[config.mk]
export PLATFORM = sky130hd
export DESIGN_NAME = hci_core
export DESIGN_NICKNAME = d
export VERILOG_FILES = /design/src/core/hci_pkg.sv /design/src/core/hci_core.sv
export SDC_FILE = /design/constraint.sdc
export NUM_CORES = 1
export LEC_CHECK = 0
export BUFFER_PORTS_ARGS = -buffer_cell sky130_fd_sc_hd__clkbuf_2
export CAP_MARGIN = 20
export CORE_ASPECT_RATIO = 0.8
export CORE_MARGIN = 4
export CORE_UTILIZATION = 45
export DETAILED_ROUTE_END_ITERATION = 6
export GPL_ROUTABILITY_DRIVEN = 0
export GPL_TIMING_DRIVEN = 1
export HOLD_SLACK_MARGIN = 0.15
export REMOVE_ABC_BUFFERS = 1
export SLEW_MARGIN = 20
export SYNTH_ARGS = -nofsm -noshare
export SYNTH_HDL_FRONTEND = slang
export SYNTH_SLANG_ARGS = --single-unit
[constraint.sdc]
create_clock -name core_clk_i -period 4.41 [get_ports core_clk_i]
set_clock_uncertainty 0.2 [all_clocks]
set_input_delay 0.882 -clock core_clk_i [delete_from_list [all_inputs] [get_ports core_clk_i]]
set_output_delay 0.882 -clock core_clk_i [all_outputs]
set_load 0.03 [all_outputs]
[src/core/hci_pkg.sv]
package hci_pkg;

  // Receive stream and buffering
  localparam int unsigned HCI_BYTE_W = 8;
  localparam int unsigned HCI_FIFO_DEPTH = 8;

  // Framing characters
  localparam logic [7:0] HCI_CH_ESC = 8'h1B;
  localparam logic [7:0] HCI_CH_CR = 8'h0D;
  localparam logic [7:0] HCI_CH_CTRL_B = 8'h02;
  localparam logic [7:0] HCI_CH_CTRL_P = 8'h10;
  localparam logic [7:0] HCI_CLS_KEY = 8'h54;
  localparam logic [7:0] HCI_CLS_OUT = 8'h41;
  localparam logic [7:0] HCI_CLS_SYS = 8'h53;

  // Four-character codes, held as their ASCII bytes, first character high
  localparam logic [31:0] HCI_KC_CANCEL = 32'h30313030;
  localparam logic [31:0] HCI_KC_CONFIRM = 32'h30313034;
  localparam logic [31:0] HCI_KC_AXIS1 = 32'h30313039;
  localparam logic [31:0] HCI_KC_AXIS2 = 32'h30313130;
  localparam logic [31:0] HCI_KC_AXIS3 = 32'h30313131;
  localparam logic [31:0] HCI_KC_LEFT = 32'h30313335;
  localparam logic [31:0] HCI_KC_RIGHT = 32'h30313336;
  localparam logic [31:0] HCI_KC_UP = 32'h30313337;
  localparam logic [31:0] HCI_KC_DOWN = 32'h30313338;
  localparam logic [31:0] HCI_KC_MENU = 32'h30313430;
  localparam logic [31:0] HCI_KC_UNIT = 32'h30313431;
  localparam logic [31:0] HCI_KC_ABS_INC = 32'h30313432;
  localparam logic [31:0] HCI_KC_DIA_RAD = 32'h30313433;
  localparam logic [31:0] HCI_KC_HELP = 32'h30313434;
  localparam logic [31:0] HCI_KC_REF = 32'h30313435;
  localparam logic [31:0] HCI_OC_IDENT = 32'h30303030;
  localparam logic [31:0] HCI_OC_POS = 32'h30323030;
  localparam logic [31:0] HCI_SC_RESET = 32'h30303030;
  localparam logic [31:0] HCI_SC_LOCK = 32'h30303031;
  localparam logic [31:0] HCI_SC_RELEASE = 32'h30303032;

  // Index of the last code character
  localparam logic [1:0] HCI_CODE_LAST = 2'h3;

  // Reset values
  localparam logic HCI_LOCK_RST = 1'b0;

  typedef enum logic [3:0] {
    HCI_KEY_CANCEL,
    HCI_KEY_CONFIRM,
    HCI_KEY_AXIS1,
    HCI_KEY_AXIS2,
    HCI_KEY_AXIS3,
    HCI_KEY_LEFT,
    HCI_KEY_RIGHT,
    HCI_KEY_UP,
    HCI_KEY_DOWN,
    HCI_KEY_MENU,
    HCI_KEY_UNIT_SYSTEM_TOGGLE,
    HCI_KEY_ABS_INC,
    HCI_KEY_DIA_RAD,
    HCI_KEY_HELP,
    HCI_KEY_REF_MARKS
  } hci_key_type;

  typedef enum logic [1:0] {
    HCI_ST_IDLE,
    HCI_ST_CLASS,
    HCI_ST_CODE,
    HCI_ST_TERM
  } hci_state_type;

  typedef struct packed {
    logic valid;
    logic from_host;
    hci_key_type key;
  } hci_key_evt_type;

  typedef struct packed {
    logic ident;
    logic position;
    logic screen;
    logic dev_reset;
    logic frame_err;
  } hci_req_type;

endpackage : hci_pkg

[src/core/hci_core.sv]
`timescale 1ns/1ns

// Byte FIFO between the link receiver and the parser
module hci_fifo #(
  parameter int unsigned WIDTH = 8,
  parameter int unsigned DEPTH = 8
) (
  input wire logic core_clk_i,
  input wire logic rst_i,
  input wire logic [WIDTH-1:0] in_data_i,
  input wire logic in_valid_i,
  output logic in_ready_o,
  output logic [WIDTH-1:0] out_data_o,
  output logic out_valid_o,
  input wire logic out_ready_i
);

  localparam int unsigned PW = (DEPTH > 1) ? $clog2(DEPTH) : 1;
  localparam int unsigned CW = $clog2(DEPTH + 1);

  typedef struct packed {
    logic [DEPTH-1:0][WIDTH-1:0] mem;
    logic [PW-1:0] wr;
    logic [PW-1:0] rd;
    logic [CW-1:0] cnt;
    logic full;
    logic empty;
  } hci_fifo_state_type;

  hci_fifo_state_type q;
  hci_fifo_state_type d;
  logic push;
  logic pop;

  // Handshakes on both sides
  assign push = in_valid_i && !q.full;
  assign pop = out_ready_i && !q.empty;
  assign in_ready_o = !q.full;
  assign out_valid_o = !q.empty;
  assign out_data_o = q.mem[q.rd];

  // Pointer wrap handles depths that are not a power of two
  always_comb begin
    d = q;
    if (push) begin
      d.mem[q.wr] = in_data_i;
      d.wr = (q.wr == PW'(DEPTH - 1)) ? '0 : q.wr + 1'b1;
    end
    if (pop) begin
      d.rd = (q.rd == PW'(DEPTH - 1)) ? '0 : q.rd + 1'b1;
    end
    unique case ({push, pop})
      2'b10: d.cnt = q.cnt + 1'b1;
      2'b01: d.cnt = q.cnt - 1'b1;
      default: d.cnt = q.cnt;
    endcase
    d.full = (d.cnt == CW'(DEPTH));
    d.empty = (d.cnt == '0);
  end

  // Storage is not cleared, only the pointers, count and flags
  always_ff @(posedge core_clk_i) begin
    if (rst_i) begin
      q.mem <= q.mem;
      q.wr <= '0;
      q.rd <= '0;
      q.cnt <= '0;
      q.full <= 1'b0;
      q.empty <= 1'b1;
    end else begin
      q <= d;
    end
  end

endmodule : hci_fifo

// What this block does
// - Host remote commands arrive only as a byte stream over the USB data link.
// - Escape, T, four-character code, carriage return acts as a keypad key press.
// - Escape, A, four-character code, carriage return asks for display or measurement output.
// - Escape, S, four-character code, carriage return selects a special system function.
// - Codes 0100, 0104, 0140 act as cancel, confirm and menu keys.
// - Codes 0135 to 0138 act as left, right, up, down arrows.
// - Codes 0109, 0110, 0111 act as first, second, third axis keys.
// - Codes 0141 to 0144 are unit, abs/inc, dia/rad keys and help.
// - Code 0145 enables evaluation of encoder reference marks like the local key.
// - Output code 0000 returns device identification to the host.
// - Output code 0200 returns present axis positions to the host.
// - Special code 0000 performs a full device reset.
// - Special code 0001 locks the local keypad; physical presses are ignored.
// - Special code 0002 releases the keypad lock, restoring physical key handling.
// - Single Ctrl-B character sends current axis positions without escape framing.
// - Single Ctrl-P character sends a capture of the present screen.
module hci_core (
  input wire logic core_clk_i,
  input wire logic rst_i,
  input wire logic [7:0] rx_data_i,
  input wire logic rx_valid_i,
  output logic rx_ready_o,
  input wire logic evt_ready_i,
  input wire logic local_key_valid_i,
  input wire hci_pkg::hci_key_type local_key_i,
  output hci_pkg::hci_key_evt_type key_evt_o,
  output hci_pkg::hci_req_type req_o,
  output logic keypad_locked_o
);

  typedef struct packed {
    hci_pkg::hci_state_type st;
    logic [7:0] cls;
    logic [31:0] code;
    logic [1:0] idx;
    logic locked;
    hci_pkg::hci_key_evt_type key;
    hci_pkg::hci_req_type req;
  } hci_core_state_type;

  typedef struct packed {
    logic hit;
    hci_pkg::hci_key_type key;
  } hci_key_hit_type;

  hci_core_state_type q;
  hci_core_state_type d;
  logic [7:0] byte_data;
  logic byte_valid;
  logic fifo_in_ready;
  logic take;

  // link byte path
  // Parser stalls when the event consumer is not ready, so the FIFO fills
  hci_fifo #(
    .WIDTH(hci_pkg::HCI_BYTE_W),
    .DEPTH(hci_pkg::HCI_FIFO_DEPTH)
  ) u_rx_fifo (
    .core_clk_i(core_clk_i),
    .rst_i(rst_i),
    .in_data_i(rx_data_i),
    .in_valid_i(rx_valid_i),
    .in_ready_o(fifo_in_ready),
    .out_data_o(byte_data),
    .out_valid_o(byte_valid),
    .out_ready_i(evt_ready_i)
  );

  assign take = byte_valid && evt_ready_i;

  // Key code lookup; a miss means an unknown key code
  function automatic hci_key_hit_type key_lookup(input logic [31:0] code);
    hci_key_hit_type r;
    r.hit = 1'b1;
    r.key = hci_pkg::HCI_KEY_CANCEL;
    unique case (code)
      hci_pkg::HCI_KC_CANCEL: r.key = hci_pkg::HCI_KEY_CANCEL;
      hci_pkg::HCI_KC_CONFIRM: r.key = hci_pkg::HCI_KEY_CONFIRM;
      hci_pkg::HCI_KC_MENU: r.key = hci_pkg::HCI_KEY_MENU;
      hci_pkg::HCI_KC_LEFT: r.key = hci_pkg::HCI_KEY_LEFT;
      hci_pkg::HCI_KC_RIGHT: r.key = hci_pkg::HCI_KEY_RIGHT;
      hci_pkg::HCI_KC_UP: r.key = hci_pkg::HCI_KEY_UP;
      hci_pkg::HCI_KC_DOWN: r.key = hci_pkg::HCI_KEY_DOWN;
      hci_pkg::HCI_KC_AXIS1: r.key = hci_pkg::HCI_KEY_AXIS1;
      hci_pkg::HCI_KC_AXIS2: r.key = hci_pkg::HCI_KEY_AXIS2;
      hci_pkg::HCI_KC_AXIS3: r.key = hci_pkg::HCI_KEY_AXIS3;
      hci_pkg::HCI_KC_UNIT: r.key = hci_pkg::HCI_KEY_UNIT_SYSTEM_TOGGLE;
      hci_pkg::HCI_KC_ABS_INC: r.key = hci_pkg::HCI_KEY_ABS_INC;
      hci_pkg::HCI_KC_DIA_RAD: r.key = hci_pkg::HCI_KEY_DIA_RAD;
      hci_pkg::HCI_KC_HELP: r.key = hci_pkg::HCI_KEY_HELP;
      hci_pkg::HCI_KC_REF: r.key = hci_pkg::HCI_KEY_REF_MARKS;
      default: r.hit = 1'b0;
    endcase
    return r;
  endfunction : key_lookup

  // Frame parser, command decode and keypad lock
  always_comb begin
    hci_key_hit_type hit;
    hit = '0;
    d = q;
    d.key.valid = 1'b0;
    d.req = '0;
    if (take) begin
      if (byte_data == hci_pkg::HCI_CH_ESC) begin
        d.st = hci_pkg::HCI_ST_CLASS;
        d.req.frame_err = (q.st != hci_pkg::HCI_ST_IDLE);
      end else begin
        unique case (q.st)
          hci_pkg::HCI_ST_IDLE: begin
            if (byte_data == hci_pkg::HCI_CH_CTRL_B) begin
              d.req.position = 1'b1;
            end
            if (byte_data == hci_pkg::HCI_CH_CTRL_P) begin
              d.req.screen = 1'b1;
            end
          end
          hci_pkg::HCI_ST_CLASS: begin
            d.cls = byte_data;
            d.idx = '0;
            if (byte_data == hci_pkg::HCI_CLS_KEY || byte_data == hci_pkg::HCI_CLS_OUT ||
                byte_data == hci_pkg::HCI_CLS_SYS) begin
              d.st = hci_pkg::HCI_ST_CODE;
            end else begin
              d.st = hci_pkg::HCI_ST_IDLE;
              d.req.frame_err = 1'b1;
            end
          end
          hci_pkg::HCI_ST_CODE: begin
            d.code = {q.code[23:0], byte_data};
            d.idx = q.idx + 1'b1;
            if (q.idx == hci_pkg::HCI_CODE_LAST) begin
              d.st = hci_pkg::HCI_ST_TERM;
            end
          end
          hci_pkg::HCI_ST_TERM: begin
            d.st = hci_pkg::HCI_ST_IDLE;
            if (byte_data != hci_pkg::HCI_CH_CR) begin
              d.req.frame_err = 1'b1;
            end else if (q.cls == hci_pkg::HCI_CLS_KEY) begin
              hit = key_lookup(q.code);
              d.key.valid = hit.hit;
              d.key.from_host = 1'b1;
              d.key.key = hit.key;
              d.req.frame_err = !hit.hit;
            end else if (q.cls == hci_pkg::HCI_CLS_OUT) begin
              unique case (q.code)
                hci_pkg::HCI_OC_IDENT: d.req.ident = 1'b1;
                hci_pkg::HCI_OC_POS: d.req.position = 1'b1;
                default: d.req.frame_err = 1'b1;
              endcase
            end else begin
              unique case (q.code)
                hci_pkg::HCI_SC_RESET: begin
                  d.req.dev_reset = 1'b1;
                  d.locked = hci_pkg::HCI_LOCK_RST;
                end
                hci_pkg::HCI_SC_LOCK: d.locked = 1'b1;
                hci_pkg::HCI_SC_RELEASE: d.locked = 1'b0;
                default: d.req.frame_err = 1'b1;
              endcase
            end
          end
          default: d.st = hci_pkg::HCI_ST_IDLE;
        endcase
      end
    end
    // lock gates local keys only
    // Host keys win a same-cycle collision; the local press is dropped
    if (!d.key.valid && local_key_valid_i && !q.locked) begin
      d.key.valid = 1'b1;
      d.key.from_host = 1'b0;
      d.key.key = local_key_i;
    end
  end

  // All outputs are registered state
  always_ff @(posedge core_clk_i) begin
    if (rst_i) begin
      q.st <= hci_pkg::HCI_ST_IDLE;
      q.cls <= 8'h00;
      q.code <= 32'h00000000;
      q.idx <= 2'h0;
      q.locked <= hci_pkg::HCI_LOCK_RST;
      q.key <= '0;
      q.req <= '0;
    end else begin
      q <= d;
    end
  end

  // Ready is the FIFO's registered not-full flag itself; a delayed copy
  // would show ready for one cycle after filling and a byte would be lost
  assign rx_ready_o = fifo_in_ready;
  assign key_evt_o = q.key;
  assign req_o = q.req;
  assign keypad_locked_o = q.locked;

endmodule : hci_core

Word-level counts from Yosys, hierarchy flattened
Cells that the tools add are included.

Bits in registers: 132. Bits of input ports: 17. Output and inout bits: 13. Logic and storage cells: 168.

Add/sub/neg operators: 5. $lt $le $gt $ge: 3. Eq/ne operators: 40. Muxes and demuxes: 47. Bitwise gates (word level): 8. Reductions and logical operators: 39.

Operators with widths (number): $eq 32x30->1 const B (19); $bwmux 64 (1); $pmux 4 s14 (1); $eq 8x7->1 const B (5); $bmux 8 s3 (1); $demux 8 s3 (1); $mux 8 (3); $mux 1 (22); $eq 8x5->1 const B (2); $reduce_or 15->1 (1); $reduce_or 7->1 (2); $mux 6 (2); $reduce_and 3->1 (4); $reduce_bool 2->1 (6); $mux 11 (1); $mux 10 (1); $mux 2 (5); $reduce_and 5->1 (2); $eq 2x2->1 const B (4); $eq 8x2->1 const B (1); $lt 3x4->1 const B (2); $ne 8x4->1 const B (1); $not 1->1 (8); $pmux 4 s2 (1); 26 further kinds (46).

Longest topological paths before layout
Gate-level depths: netlist (run 1).

Depth in word-level cells: 19. Depth in mapped cells: 13. Depth with buffers taken out: 11.

Hierarchy
From an unflattened synthesis (run 1), not the netlist that was laid out.

Cell total of the unflattened synthesis: 545. Area total of the unflattened synthesis: 6035.8 um^2.

Modules (own cells, without submodules): hci_fifo (times used 1, cells an instance 173, area an instance 3148.0 um^2, seq. area each 2162.1 um^2); hci_core (times used 1, cells an instance 372, area an instance 2887.8 um^2, seq. area each 1121.1 um^2).

Least setup slack after synthesis (run 1)
Ideal clock, no wire load.

Path kind: input to register. From: input port evt_ready_i. To: register u_rx_fifo.q[0] (netlist name). Library setup time: 123 ps. Arrival time: 2839 ps. Required time: 4087 ps. Slack: 1248 ps. Stages on the path: 11. Path buffers: 2. Path through: nand2b_1 clkbuf_1 inv_1 buf_1 ha_1 inv_1 fa_1 nor2b_1 and2_1 o21ai_0 a21oi_1.

Cells in the longest elaborated chain, start to end: 4. Elaborated cells between the ends (all ways): 5. Those cells by class: eq/ne (2); mux (1); reduce/logical (2).

RTL lines: from (decl) (RTL line hci_core.sv:100) `input wire logic evt_ready_i,`; $logic_and 1x1->1 *; net take (RTL line hci_core.sv:128) `logic take;`; $eq 2x1->1 or $eq 2x2->1 (tied branches) (RTL line hci_core.sv:52) `unique case ({push, pop})`; $pmux 4 s2 * (RTL line hci_core.sv:52); $logic_not 4->1 * (RTL line hci_core.sv:58) `d.empty = (d.cnt == '0);`; to (decl) (RTL line hci_core.sv:30) `hci_fifo_state_type q;`.

Mark *: on every way through the listed nets, which the timed path passes. The rest lies on a longest branch. A chain may end at the register's enable or synchronous reset.

Worst setup path in the final report (run 1)
From: register u_rx_fifo.q[6] (netlist name). To: register q[29] (netlist name).

Cells in the longest elaborated chain, start to end: 5.

RTL lines: $bmux 8 s3 (RTL line hci_core.sv:40) `assign out_data_o = q.mem[q.rd];`; $mux 8 (implied by the code) (RTL line hci_core.sv:40); $eq 8x5->1 (RTL line hci_core.sv:182) `if (byte_data == hci_pkg::HCI_CH_ESC) begin`; $not 1->1 (no line); $reduce_and 3->1 (no line); to (decl) (RTL line hci_core.sv:123) `hci_core_state_type q;`.

Every way passes these cells. The select of a mux whose other input is x is not followed.

==> metrics.txt, run 1 <==
run status=completed; layout net count=594; maximum level of the CTS H-tree=4; number of maximum-capacitance violations=0; Core ar.=about 0.013 sq mm; Clock Pin Slew Worst Setup and Hold Paths=approximately 0.06 ns; Die Outline Area=roughly 0.016 sq mm; die height=between 100 and 150 um; DRC errors left=0; pwr dens=approximately 450 mW/mm^2; share of flip-flops with an asynchronous set or reset=0%; category of the worst setup path launch point=register; antenna cells=0; clk buf depth=2; class of the tightest hold or removal check=reg2reg; Clock Latency Late Sink=roughly 0.42 ns; detailed-routing iteration count for the pre-antenna-repair pass=4; Critical-path top delay cell=sky130_fd_sc_hd__mux4_1; top-count cell post-synth=sky130_fd_sc_hd__nor2_1; global-route wire length before repair=21700 um; PortBufs=29; Leakage=~0.0027 uW; fill cell count=1144; Post CTS Setup Buffer Count=0; # rows=37; register area share after synthesis=around 53%; placed wire-length estimate=9290 um; share of post-route cells with drive strength above 1=16.3%; critical path, cell by cell=mux4_1 -> mux2i_1 -> nand4b_1 -> a211o_1 -> nand3_2 -> buf_12 -> mux2i_1 -> nor2_1; number of standard cells in the final layout excluding fillers=about 750; highest achievable clock rate=approximately 0.27 GHz; slowest stage delay, CP=0.64 ns; CTS tree=yes; Crit path buffers/inverters=1; Synth Register Bits=around 130; TritonCTS Buffers=17; antenna violations before repair=0; pin count of the biggest net entering global routing=43; Crit Path Category=reg2reg; number of global-route vias before repair=4048; Congestion Overflow GR=0; cell class contributing the biggest share of worst-path delay=multiplexers; measured slew at the worst slew-check pin=approximately 1 ns; cell types with the largest area share after synthesis=sky130_fd_sc_hd__edfxtp_1 (31%), sky130_fd_sc_hd__dfxtp_1 (22%), sky130_fd_sc_hd__mux2i_1 (8.4%), sky130_fd_sc_hd__nor2_1 (4.4%), sky130_fd_sc_hd__mux4_1 (3.0%); post-route antenna net violation count=0; number of max-slew violations in the final report=0; top-level I/O count=30; syn_area_per_cell=roughly 11 sq um; Initial Util=between 40% and 50%; layout-stage area growth over the synthesis result=14.1%; Worst Path Arrival=3.78 ns; post_cts resized=0; post-route worst hold slack=0.267 ns; number of instances in the synthesized netlist=between 500 and 600; clock sinks=roughly 130; Max IR drop VDD=just under 0.3 mV; post-route minimum period=~3.7 ns; maximum fanout count along the critical path=18; accumulated negative setup slack=0 ns; Synth area leader=sky130_fd_sc_hd__edfxtp_1; iteration-0 DRC count of the detailed router=about 440; placed cell count=720; cell area after synthesis=around 0.0062 sq mm; via count=approximately 4300; all-layer global routing usage=between 15 and 20%; flip-flop and latch area=approximately 0.0033 sq mm; number of buffers added to fix hold violations after cts=0; RSZ-0062 raised after global routing=false; number of enable-type register cells in the synthesized netlist=64; average vias per placed instance=between 5 and 6; setup violation total in the final timing report=0; detailed-route wire length per cell=17.7 um; die width=139 um; most used cell along the critical path=sky130_fd_sc_hd__mux2i_1; commonest cells in the netlist=sky130_fd_sc_hd__nor2_1 (72), sky130_fd_sc_hd__dfxtp_1 (68), sky130_fd_sc_hd__edfxtp_1 (64); Netlist cell types=64; worst relative slew slack=34.7%; Routed Wire Length=around 13000 um; top-area cell type share of the netlist area=approximately 31%; final worst path period share=83.7%; Critical Path Sink Type=register; data required time of the worst path=between 4 and 5 ns; dominant synthesized flop cell=sky130_fd_sc_hd__dfxtp_1; root buf cell=sky130_fd_sc_hd__clkbuf_16; final hold violations=0; Yosys Warn Count=0; area used by multi-input combinational logic=0.00263 sq mm
==> sequential cells by signal (all words and copies together) (netlist names) <==
signal and flops:
req_o 5, key_evt_o 6, u_rx_fifo.q 76, q 44
keypad_locked_o 1
==> routing by layer <==
metal / up-vias / GRT usage [%] / part of all wire (%)
li1: 2057 / - / -
met1: 2069 / 25.5 / 49
met2: 117 / 25.3 / 43
met3: 17 / 4.35 / 5.8
met4: 0 / 6.26 / 1.8
met5: - / 0 / 0
==> logic make-up after synthesis <==
family          Yosys count  synth area share, %
compound gates           60                 6.85
fa+ha+maj                13                 2.76
simple gates            210                 17.5
flops                   132                 53.2
xor+xnor                  6                0.851
buf+inv                  51                 4.16
mux                      72                 14.7
==> placed cells by master (no fill, tap or decap), types with 5 or more instances in the layout <==
| master | count |
|---|---|
| sky130_fd_sc_hd__mux4_1 | 7 |
| sky130_fd_sc_hd__nand4_1 | 7 |
| sky130_fd_sc_hd__and2_1 | 5 |
| sky130_fd_sc_hd__a21oi_1 | 14 |
| sky130_fd_sc_hd__buf_4 | 8 |
| sky130_fd_sc_hd__nand2_1 | 27 |
| sky130_fd_sc_hd__mux2_2 | 8 |
| sky130_fd_sc_hd__clkbuf_2 | 29 |
| sky130_fd_sc_hd__nor4_1 | 10 |
| sky130_fd_sc_hd__nand3_1 | 27 |
| sky130_fd_sc_hd__nor2_1 | 72 |
| sky130_fd_sc_hd__nor3_1 | 19 |
| sky130_fd_sc_hd__edfxtp_1 | 64 |
| sky130_fd_sc_hd__o21ai_0 | 7 |
| sky130_fd_sc_hd__nand2b_1 | 8 |
| sky130_fd_sc_hd__mux2i_1 | 52 |
| sky130_fd_sc_hd__a211oi_1 | 5 |
| sky130_fd_sc_hd__a31oi_1 | 10 |
| sky130_fd_sc_hd__ha_1 | 12 |
| sky130_fd_sc_hd__inv_1 | 14 |
| sky130_fd_sc_hd__dfxtp_1 | 68 |
| sky130_fd_sc_hd__clkbuf_16 | 17 |
==> worst reg2reg max path, delay by kind of cell (launching register included) <==
family / cells / cell delay [ns]
buffers and inverters: 1 / 0.25
AOI/OAI and AO/OA: 1 / 0.48
and+or+nand+nor: 3 / 0.79
muxes: 3 / 1.21
DFF: 1 / 0.63
==> final timing paths <==
path                                     start     to  slack, ns  cells after the start
worst max register to register  u_rx_fifo.q[6]  q[29]       0.72                      8
worst min-delay path                     q[13]  q[13]       0.27                      2
worst min register to register           q[13]  q[13]       0.27                      2
worst max-delay path            u_rx_fifo.q[6]  q[29]       0.72                      8
==> metrics by stage <==
step	setup slack, ns	power [uW]	utilization (%)	cell area (sq um)
finish	0.720	3150	53.6	7040
global placement	0.943	1670	48.8	6410
CTS	0.749	3180	53.6	7040
floorplan	0.927	1580	-	5970
detailed placement	0.761	1680	48.8	6410
global route	0.568	3270	53.6	7040
==> cell type report <==
type | instances | area share [%]
Sequential cell | 132 | 46.6
Clock inverter | 14 | 2.90
Timing Repair Buffer | 38 | 3.20
Inverter | 14 | 0.746
Tap cell | 175 | 3.11
Multi-Input combinational cell | 361 | 37.4
Clock buffer | 17 | 6.04
==> report_power, final <==
| part | switching [uW] | internal (uW) | total (uW) |
|---|---|---|---|
| Combinational | 187 | 126 | 312 |
| Sequential | 24.6 | 1320 | 1340 |
| Clock | 543 | 950 | 1490 |
(Power assumes the default switching activity.)
==> run 2, diff against run 1 <==
clock period = 3.26 ns   (was 4.41 ns; I/O delays follow)
==> metrics.txt, run 2 (same netlist as run 1, synthesis figures left out) <==
run status=completed (unchanged); average vias per placed instance=5.60 (was 5.67); PortBufs=29 (unchanged); slack of the worst reg-to-reg path=0.15 ns (was 0.72 ns); share of power burned in registers=44.9% (was 42.7%); post_cts resized=0 (unchanged); commonest cells after routing, fill and taps aside=sky130_fd_sc_hd__nor2_1 (72), sky130_fd_sc_hd__dfxtp_1 (67), sky130_fd_sc_hd__edfxtp_1 (64), sky130_fd_sc_hd__mux2i_1 (52), sky130_fd_sc_hd__clkbuf_2 (29) (was sky130_fd_sc_hd__nor2_1 (72), sky130_fd_sc_hd__dfxtp_1 (68), sky130_fd_sc_hd__edfxtp_1 (64), sky130_fd_sc_hd__mux2i_1 (52), sky130_fd_sc_hd__clkbuf_2 (29)); antenna violations before repair=0 (unchanged); post-route setup slack=0.151 ns (was 0.720 ns); pin count of the biggest net entering global routing=56 (was 43); worst relative slew slack=51.0% (was 34.7%); share of total power in combinational logic=11.1% (was 9.9%); Max IR drop VDD=0.455 mV (was 0.295 mV); number of buffers added to fix hold violations after cts=0 (unchanged); all-layer global routing usage=17.5% (about the same); Post CTS Setup Buffer Count=0 (unchanged); highest achievable clock rate=0.322 GHz (was 0.271 GHz); number of global-route vias before repair=4110 (was 4048); post-route minimum period=3.11 ns (was 3.69 ns); die width=139 um (unchanged); depth of the worst register-to-register path=9 (was 8); detailed-routing iteration count for the pre-antenna-repair pass=5 (was 4); class of the tightest hold or removal check=reg2reg (unchanged); TritonCTS Buffers=17 (unchanged); flip-flop and latch area=0.00328 sq mm (about the same); layout-stage area growth over the synthesis result=14.6% (was 14.1%); number of maximum-capacitance violations=0 (unchanged); clock sinks=132 (unchanged); Util after Layout=53.8% (was 53.6%); accumulated negative setup slack=0 ns (unchanged); measured slew at the worst slew-check pin=0.733 ns (was 0.976 ns); DRC errors left=0 (unchanged); die height=113 um (unchanged); Clock Pin Slew Worst Setup and Hold Paths=0.06 ns (about the same); total net switching power=1020 uW (was 755 uW); data required time of the worst path=3.34 ns (was 4.50 ns); R2R Path End=q[29] (unchanged); CTS tree=yes (unchanged); layout net count=606 (was 594); maximum level of the CTS H-tree=4 (unchanged); post-route antenna net violation count=0 (unchanged); area used by multi-input combinational logic=0.00263 sq mm (unchanged); setup violation total in the final timing report=0 (unchanged); final hold violations=0 (unchanged); Crit Path Category=reg2reg (unchanged); Congestion Overflow GR=0 (unchanged); via count=4271 (was 4260); detailed-route wire length per cell=17.4 um (was 17.7 um); clk buf depth=2 (unchanged); share of total power consumed by net switching=25.3% (was 24.0%); placed cell count=732 (was 720); global-route wire length before repair=21600 um (was 21700 um); final worst path period share=95.4% (was 83.7%); share of post-route cells with drive strength above 1=18.0% (was 16.3%); iteration-0 DRC count of the detailed router=370 (was 442); max reg flops=76 (unchanged); Die Outline Area=0.0157 sq mm (unchanged); RSZ-0062 raised after global routing=false (unchanged); Clock Latency Late Sink=0.42 ns (about the same); Initial Util=46.9% (unchanged); top-level I/O count=30 (unchanged); fill cell count=1116 (was 1144); Critical R2R Launch=u_rx_fifo.q[6] (unchanged); Core ar.=0.0131 sq mm (unchanged); category of the worst setup path launch point=register (unchanged); # rows=37 (unchanged); Leakage=0.00274 uW (was 0.00272 uW); register with the most flip-flops=u_rx_fifo.q (unchanged); most common library cell in the layout ignoring fill and taps=sky130_fd_sc_hd__nor2_1 (unchanged); worst setup path end=q[29] (unchanged); maximum fanout count along the critical path=33 (was 18); number of max-slew violations in the final report=0 (unchanged); Critical Path Sink Type=register (unchanged); root buf cell=sky130_fd_sc_hd__clkbuf_16 (unchanged); Worst Path Arrival=3.19 ns (was 3.78 ns); cell-internal power=3030 uW (was 2400 uW); relative contribution of the clock network to total power=44.0% (was 47.4%); number of standard cells in the final layout excluding fillers=763 (was 751); Post-Place Setup Slack=0.0367 ns (was 0.761 ns); placed wire-length estimate=9050 um (was 9290 um); Routed Wire Length=13300 um (about the same); first element of the critical path=u_rx_fifo.q[6] (unchanged); antenna cells=0 (unchanged); pwr dens=573 mW/mm^2 (was 447 mW/mm^2)
==> run 2: final cells by class <==
cell class                 instances  share of cell area, %
sequential                       132                   46.4
multi-input combinational        361                   37.2
clock buffer                      18                   6.07
timing repair buffer              50                   4.64
tap                              175                   3.10
clock inverter                    13                   1.79
inverter                          14                  0.743
==> run 2: worst max-delay path: stages (launching register included) <==
cell and delay, ns:
sky130_fd_sc_hd__dfxtp_2 0.43, sky130_fd_sc_hd__buf_4 0.17, sky130_fd_sc_hd__mux4_1 0.56, sky130_fd_sc_hd__mux2i_1 0.21, sky130_fd_sc_hd__nand4b_1 0.20, sky130_fd_sc_hd__a211o_1 0.47
sky130_fd_sc_hd__nand3_2 0.16, sky130_fd_sc_hd__buf_12 0.23, sky130_fd_sc_hd__mux2i_1 0.25, sky130_fd_sc_hd__nor2_1 0.05
==> run 2: routing by layer <==
layer / global-route usage [%] / wire [um] / vias up
li1: - / - / 2078
met1: 24.8 / 6580 / 2079
met2: 26.4 / 5980 / 106
met3: 4.31 / 603 / 8
met4: 6.06 / 113 / 0
met5: 0 / 0 / -
==> run 2: power by group through the flow <==
| stage | registers, uW | clock network [uW] | logic [uW] |
|---|---|---|---|
| 6_report | 1820 | 1780 | 451 |
| 2_1_floorplan | 1860 | 0 | 280 |
| 5_1_grt | 1820 | 1900 | 503 |
| 4_1_cts | 1820 | 1810 | 451 |
| 3_5_place_dp | 1850 | 0 | 448 |
| 3_3_place_gp | 1850 | 0 | 434 |
==> run 2: worst min path at each step <==
stage | end | from | slack [ns] | cells after the start
detailed placement | q[13] | q[13] | 0.26 | 2
floorplan | q[13] | q[13] | 0.23 | 2
global placement | q[13] | q[13] | 0.25 | 2
finish | q[13] | q[13] | 0.27 | 2
CTS | q[13] | q[13] | 0.27 | 2
global route | key_evt_o[3] | local_key_i[3] | 0.29 | 3
==> run 2: through the flow <==
step	total power (uW)	hold WS [ns]	instance area (sq um)
after floorplan	2140	0.230	5970
after global placement	2280	0.247	6520
after detailed placement	2300	0.260	6520
after CTS	4080	0.267	7070
after global routing	4220	0.287	7070
final	4050	0.269	7070
